--- config.mk ---
export PLATFORM = sky130hd
export DESIGN_NAME = thermal_gate
export DESIGN_NICKNAME = d
export VERILOG_FILES = /design/src/group_stagger.v /design/src/thermal_gate.v
export VERILOG_INCLUDE_DIRS = /design/src /design/src/src
export SDC_FILE = /design/constraint.sdc
export NUM_CORES = 1
export LEC_CHECK = 0
export ABC_CLOCK_PERIOD_IN_PS = 4600
export BUFFER_PORTS_ARGS = -buffer_cell sky130_fd_sc_hd__clkbuf_2
export CORE_MARGIN = 4
export CORE_UTILIZATION = 58
export CTS_CLUSTER_SIZE = 16
export DETAILED_ROUTE_END_ITERATION = 16
export GPL_TIMING_DRIVEN = 1
export PLACE_DENSITY = 0.81
export SYNTH_ARGS = -nofsm -noshare
export SYNTH_HDL_FRONTEND = slang
export SYNTH_SLANG_ARGS = --single-unit
--- constraint.sdc ---
create_clock -name clk -period 4.6 [get_ports clk]
set_input_delay 0.92 -clock clk [delete_from_list [all_inputs] [get_ports clk]]
set_output_delay 0.92 -clock clk [all_outputs]
set_load 0.005 [all_outputs]
--- src/thermal_gate_map.vh ---
// Constants for the thermal gate and group stagger block
`ifndef THERMAL_GATE_MAP_VH
`define THERMAL_GATE_MAP_VH
`define CHANNEL_COUNT      16
`define GROUP_COUNT        4
`define STATUS_WIDTH       17
`define STATUS_FLAG_BIT    16
`define GROUP_DELAY_CYCLES 4
`define FLAG_RESET         1'b0
`define GATE_RESET         1'b0
`endif

--- src/group_stagger.v ---
// Tapped delay line that staggers enable edges of four channel groups
`timescale 1ns/1ps
`include "thermal_gate_map.vh"
module group_stagger #(
  parameter GROUPS = `GROUP_COUNT,
  parameter DELAY  = `GROUP_DELAY_CYCLES
) (
  input  wire              clk,
  input  wire              resetn,
  input  wire              enable_in,
  output wire [GROUPS-1:0] group_enable
);
  reg [GROUPS*DELAY-1:0] tap_reg;
  reg [GROUPS-1:0]       group_reg;
  wire [GROUPS*DELAY-1:0] tap_next;

  // Same delay line for rising and falling edges, so off staggers like on
  assign tap_next = {tap_reg[GROUPS*DELAY-2:0], enable_in};

  always @(posedge clk or negedge resetn) begin
    if (!resetn) begin
      tap_reg <= {(GROUPS*DELAY){`GATE_RESET}};
    end else begin
      tap_reg <= tap_next;
    end
  end

  genvar g;
  generate
    for (g = 0; g < GROUPS; g = g + 1) begin : grp
      always @(posedge clk or negedge resetn) begin
        if (!resetn) begin
          group_reg[g] <= `GATE_RESET;
        end else begin
          group_reg[g] <= tap_reg[g*DELAY];
        end
      end
    end
  endgenerate

  assign group_enable = group_reg;
endmodule // group_stagger

--- src/thermal_gate.v ---
// Thermal shutdown gating and staggered group enables for 16 sink outputs
// What this block does
// - Overheat forces all sinks off, flag set
// - Flag high holds every sink off
// - Flag clears when overheat indication drops
// - After shutdown, sinks stay off this cycle
// - Re-enable on first shift clock after blank low
// - Four groups: channel index modulo four
// - Groups turn on in order with delay
// - PWM turn-off staggered the same as turn-on; run drop turns all sinks off at once
// - Blank high keeps every sink off
// - Status word loads flag plus open bits
`timescale 1ns/1ps
`include "thermal_gate_map.vh"
module thermal_gate #(
  parameter CHANNELS = `CHANNEL_COUNT,
  parameter GROUPS   = `GROUP_COUNT,
  parameter DELAY    = `GROUP_DELAY_CYCLES
) (
  input  wire                     clk,
  input  wire                     resetn,
  input  wire                     overheat_shutdown,
  input  wire                     blank,
  input  wire                     grayscale_shift_clock,
  input  wire                     grayscale_latch_strobe_n,
  input  wire [CHANNELS-1:0]      pwm_on,
  input  wire [CHANNELS-1:0]      open_led_detect,
  output reg  [CHANNELS-1:0]      sink_channel_n,
  output reg                      thermal_error_flag,
  output reg  [`STATUS_WIDTH-1:0] status_readback_word,
  output reg                      status_load_pulse
);
  // One-hot states of the grayscale cycle gate
  localparam [2:0] ST_IDLE  = 3'b001;
  localparam [2:0] ST_ARMED = 3'b010;
  localparam [2:0] ST_RUN   = 3'b100;
  // Pipe length per channel; the last group needs the longest pipe
  localparam PIPE = (GROUPS - 1) * DELAY + 1;

  // Control pin inputs pass two flops before any logic reads them
  reg [1:0]               heat_sync_reg;
  reg [1:0]               blank_sync_reg;
  reg [1:0]               sclk_sync_reg;
  reg [1:0]               lat_sync_reg;
  reg                     blank_prev_reg;
  reg                     sclk_prev_reg;
  reg                     lat_prev_reg;
  // Gate state and its next value
  reg [2:0]               state_reg;
  reg [2:0]               state_next;
  reg                     load_pend_reg;
  reg [CHANNELS*PIPE-1:0] pipe_reg;
  wire                    heat;
  wire                    hot;
  wire                    blank_s;
  wire                    blank_fall;
  wire                    sclk_rise;
  wire                    lat_fall;
  wire                    run;
  wire [GROUPS-1:0]       group_enable;

  always @(posedge clk or negedge resetn) begin
    if (!resetn) begin
      heat_sync_reg  <= 2'b00;
      blank_sync_reg <= 2'b11;
      sclk_sync_reg  <= 2'b00;
      lat_sync_reg   <= 2'b11;
    end else begin
      heat_sync_reg  <= {heat_sync_reg[0], overheat_shutdown};
      blank_sync_reg <= {blank_sync_reg[0], blank};
      sclk_sync_reg  <= {sclk_sync_reg[0], grayscale_shift_clock};
      lat_sync_reg   <= {lat_sync_reg[0], grayscale_latch_strobe_n};
    end
  end

  // Previous samples start at the idle levels so reset makes no false edge
  always @(posedge clk or negedge resetn) begin
    if (!resetn) begin
      blank_prev_reg <= 1'b1;
      sclk_prev_reg  <= 1'b0;
      lat_prev_reg   <= 1'b1;
    end else begin
      blank_prev_reg <= blank_sync_reg[1];
      sclk_prev_reg  <= sclk_sync_reg[1];
      lat_prev_reg   <= lat_sync_reg[1];
    end
  end

  // Edges of the synced pins, two clocks after the pin moves
  assign heat       = heat_sync_reg[1];
  assign hot        = heat | thermal_error_flag;
  assign blank_s    = blank_sync_reg[1];
  assign blank_fall = ~blank_sync_reg[1] & blank_prev_reg;
  assign sclk_rise  = sclk_sync_reg[1] & ~sclk_prev_reg;
  assign lat_fall   = ~lat_sync_reg[1] & lat_prev_reg;
  assign run        = (state_reg == ST_RUN);

  // Flag mirrors the synced indication; hysteresis lives in the sensor
  always @(posedge clk or negedge resetn) begin
    if (!resetn) begin
      thermal_error_flag <= `FLAG_RESET;
    end else if (heat) begin
      thermal_error_flag <= 1'b1;
    end else begin
      thermal_error_flag <= 1'b0;
    end
  end

  // Arming needs a fresh blank fall with the flag clear, so a part that
  // cools while blank stays low sits out the rest of that cycle.
  always @* begin
    state_next = state_reg;
    case (state_reg)
      ST_IDLE: begin
        // Blank falling while hot is ignored; a later fall is needed
        if (!hot && blank_fall) begin
          state_next = ST_ARMED;
        end
      end
      ST_ARMED: begin
        // Blank back high or a new shutdown cancels the pending start
        if (hot || blank_s) begin
          state_next = ST_IDLE;
        end else if (sclk_rise) begin
          state_next = ST_RUN;
        end
      end
      ST_RUN: begin
        // All sinks drop together once run drops; the run term gates them directly
        if (hot) begin
          state_next = ST_IDLE;
        end else if (blank_s) begin
          state_next = ST_IDLE;
        end
      end
      default: begin
        state_next = ST_IDLE;
      end
    endcase
  end

  // Illegal codes fall back to idle through the default branch
  always @(posedge clk or negedge resetn) begin
    if (!resetn) begin
      state_reg <= ST_IDLE;
    end else begin
      state_reg <= state_next;
    end
  end

  // One delay line staggers the run enable for both edges
  group_stagger #(
    .GROUPS (GROUPS),
    .DELAY  (DELAY)
  ) u_stagger (
    .clk          (clk),
    .resetn       (resetn),
    .enable_in    (run),
    .group_enable (group_enable)
  );

  // Each request is delayed by its group's share of the stagger, so PWM
  // on and off edges spread over the groups alike
  genvar c;
  generate
    for (c = 0; c < CHANNELS; c = c + 1) begin : dly
      always @(posedge clk or negedge resetn) begin
        if (!resetn) begin
          pipe_reg[c*PIPE +: PIPE] <= {PIPE{`GATE_RESET}};
        end else begin
          pipe_reg[c*PIPE +: PIPE] <= {pipe_reg[c*PIPE +: PIPE-1], pwm_on[c]};
        end
      end
    end
  endgenerate

  // Hot and blank gate directly: a shutdown must not wait for the drain
  generate
    for (c = 0; c < CHANNELS; c = c + 1) begin : ch
      always @(posedge clk or negedge resetn) begin
        if (!resetn) begin
          sink_channel_n[c] <= `GATE_RESET;
        end else begin
          sink_channel_n[c] <= pipe_reg[c*PIPE + (c % GROUPS) * DELAY]
                               & group_enable[c % GROUPS] & run
                               & ~hot
                               & ~blank_s;
        end
      end
    end
  endgenerate

  // Status capture on the first shift edge after the strobe falls
  always @(posedge clk or negedge resetn) begin
    if (!resetn) begin
      load_pend_reg <= 1'b0;
    end else if (lat_fall) begin
      // Strobe fall wins over a shift edge in the same cycle
      load_pend_reg <= 1'b1;
    end else if (load_pend_reg && sclk_rise) begin
      load_pend_reg <= 1'b0;
    end
  end

  // Word keeps its value until the next capture
  always @(posedge clk or negedge resetn) begin
    if (!resetn) begin
      status_readback_word <= {`STATUS_WIDTH{1'b0}};
    end else if (load_pend_reg && sclk_rise && !lat_fall) begin
      status_readback_word <= {thermal_error_flag, open_led_detect};
    end
  end

  always @(posedge clk or negedge resetn) begin
    if (!resetn) begin
      status_load_pulse <= 1'b0;
    end else begin
      status_load_pulse <= load_pend_reg & sclk_rise & ~lat_fall;
    end
  end
endmodule // thermal_gate

==> impl_metrics.toml <==
[worst_setup_path]
required_ns = 4.99
crit_type = "register to register"
cp.arrival_ns = 2.47
worstSetupEndpointType = "register"
path_max_fanout = 18
cp-start-kind = "register"

[drt]
wl_per_cell_um = 17.9
drc = 0
drtIter0Drc = 80
drtPass1Iterations = 4
ant_nets = 0
num_vias = 2148
finalWirelength_mm = 7.85
vias_per_cell = 4.89

[power]
p_per_area_mw_per_mm2 = 536
clkPwrFrac_pct = 42.0
max-vdd-ir-drop_uv = 337
p_sw_uw = 713
swShare_pct = 22.4
internal_power_mw = 2.47
p_leak_nw = 2.94
pwr-share-comb_pct = 4.8
seqPwrFrac_pct = 53.1
total_power_mw = 3.19

[layout]
largest_register_ff_count = 112
fillCellCount = 463
antenna-diode-count = 0
syn_to_final_growth_pct = 21.1
fin_util_pct = 72.3
stdcell_count = 439
fin_nets = 359
layout-drive-gt1-share_pct = 39.5

[grt]
grt_usage_pct = 18.0
overflow = 0
antenna_found_initial = 0
grt_max_degree = 120
grt_pass1_vias = 2434
grt_pass1_wl_mm = 12.9

[sta]
tightest_slew_ns = 1.04
fmax_mhz = 481
drv_slew = 0
setup-violations-final = 0
fin_skew_ns = 0.0103
fin_crit_ns = 2.08
rsz0062_at_grt = "false"
finalHoldViolations = 0
setup_tns_ns = 0
post-route-period-util_pct = 45.2
setup_ws_ns = 2.52
maxSlewHeadroom_pct = 30.4

[die]
ios = 73
die_h_um = 100
fp.coreArea_mm2 = 0.00822
fp.dieW_um = 100
dieArea_mm2 = 0.00999
rows = 33
initial_core_util_pct = 59.7

[synth]
synth_commonest_cells = "dfrtp_1, and3_1, mux2_4"
ys.flop_type = "dfrtp_1"
synth_seq_area_share_pct = 90.0
synth_top_area_share_pct = 86.2
yosys.cell_count.top_type = "dfrtp_1"
synth-seq-cells = 176
synth.area.top_cells = "dfrtp_1, dfstp_2, mux2_4"
syn-cell-area_mm2 = 0.00491
yosys.area.top_type = "dfrtp_1"
syn-num-nets = 269
synth.distinct_cells = 23
yosys_warnings = 0
synth.avg_cell_area_um2 = 21.2
async_reset_ff_share_pct = 100
synth_edf_count = 0
synthCells = 231

[place]
place.gp.congestion = 0.670
preCtsSetupSlack_ns = 2.45
place_inst = 407
portBuffers = 72
dp_hpwl_mm = 4.34

[clocking]
cts_tree = "built"
clk_pin_slew_worst_paths_ns = 0.07
cts_root_buffer = "clkbuf_8"
clk-insertion-delay-late_ns = 0.51
h-tree-depth = 4
cts_buffers = 17
cts_num_sinks = 176
post_cts_buffers = 0
clk_path_buf_depth = 2
cts_resized = 0
ctsHoldBuffers = 0

[run]
drv_cap = 0

[hold_path]
min_path_type = "register to register"

[status]
status = "complete, no violations"
[power by group through the flow]
stage	Sequential (mW)	Clock, mW	Combinational, mW
after global routing	1.70	1.44	0.172
after global placement	1.71	0	0.148
after detailed placement	1.72	0	0.156
after floorplan	1.71	0	0.0583
final	1.69	1.34	0.154
after CTS	1.70	1.37	0.160
[final cells by class]
class	count	area, um^2	share of cell area [%]
repair buffers	74	382	6.42
clock inverters	13	126	2.13
well taps	105	131	2.21
inverters	1	3.75	0.0632
multi-input cells	51	453	7.62
clock buffers	19	432	7.27
flip-flops and latches	176	4410	74.3
[through the flow]
step,hold slack (ns),cell area [um^2]
final,0.343,5940
after global routing,0.351,5940
after CTS,0.349,5940
after detailed placement,0.335,5380
after global placement,0.332,5380
after floorplan,0.331,4910
[worst max-delay path, cell delays in order (launching register included)]
cell and delay [ns]:
dfstp_2 0.53, nand2b_4 0.12, and4b_1 0.89, mux2_2 0.42
[metal layers]
metal  vias to the layer above  GRT usage (%)  share of wire (%)
met4                         0           7.46                1.8
met3                        13           4.93                4.4
met1                      1133           21.2                 37
met5                         -              0                  0
li1                        942              -                  -
met2                        60           31.5                 56
[final timing paths]
kind                                           endpoint  cells past startpoint       startpoint  slack (ns)
worst max-delay path            status_readback_word[5]                      3  lat_sync_reg[1]        2.52
worst min-delay path                       pipe_reg[86]                      0     pipe_reg[85]        0.34
worst max register to register  status_readback_word[5]                      3  lat_sync_reg[1]        2.52
worst min register to register             pipe_reg[86]                      0     pipe_reg[85]        0.34
max in group asynchronous                  state_reg[0]                      2           resetn        3.05
min in group asynchronous             sink_channel_n[1]                      1           resetn        0.55
[cells by family after synthesis]
group,count (synthesis),synth area share [%]
flops,176,90.0
simple gates,30,4.16
mux,17,4.59
compound gates,4,0.485
buf+inv,4,0.816
[cells in the final DEF, fill, tap and decap left out, types with 3 or more instances in the layout]
| cell type | n |
|---|---|
| dfrtp_1 | 169 |
| inv_6 | 6 |
| and3_1 | 16 |
| nor3_1 | 3 |
| dfstp_2 | 7 |
| clkinvlp_4 | 4 |
| clkbuf_16 | 16 |
| mux2_4 | 9 |
| clkbuf_2 | 71 |
| mux2_2 | 8 |
Power figures use the tool's default switching activity.
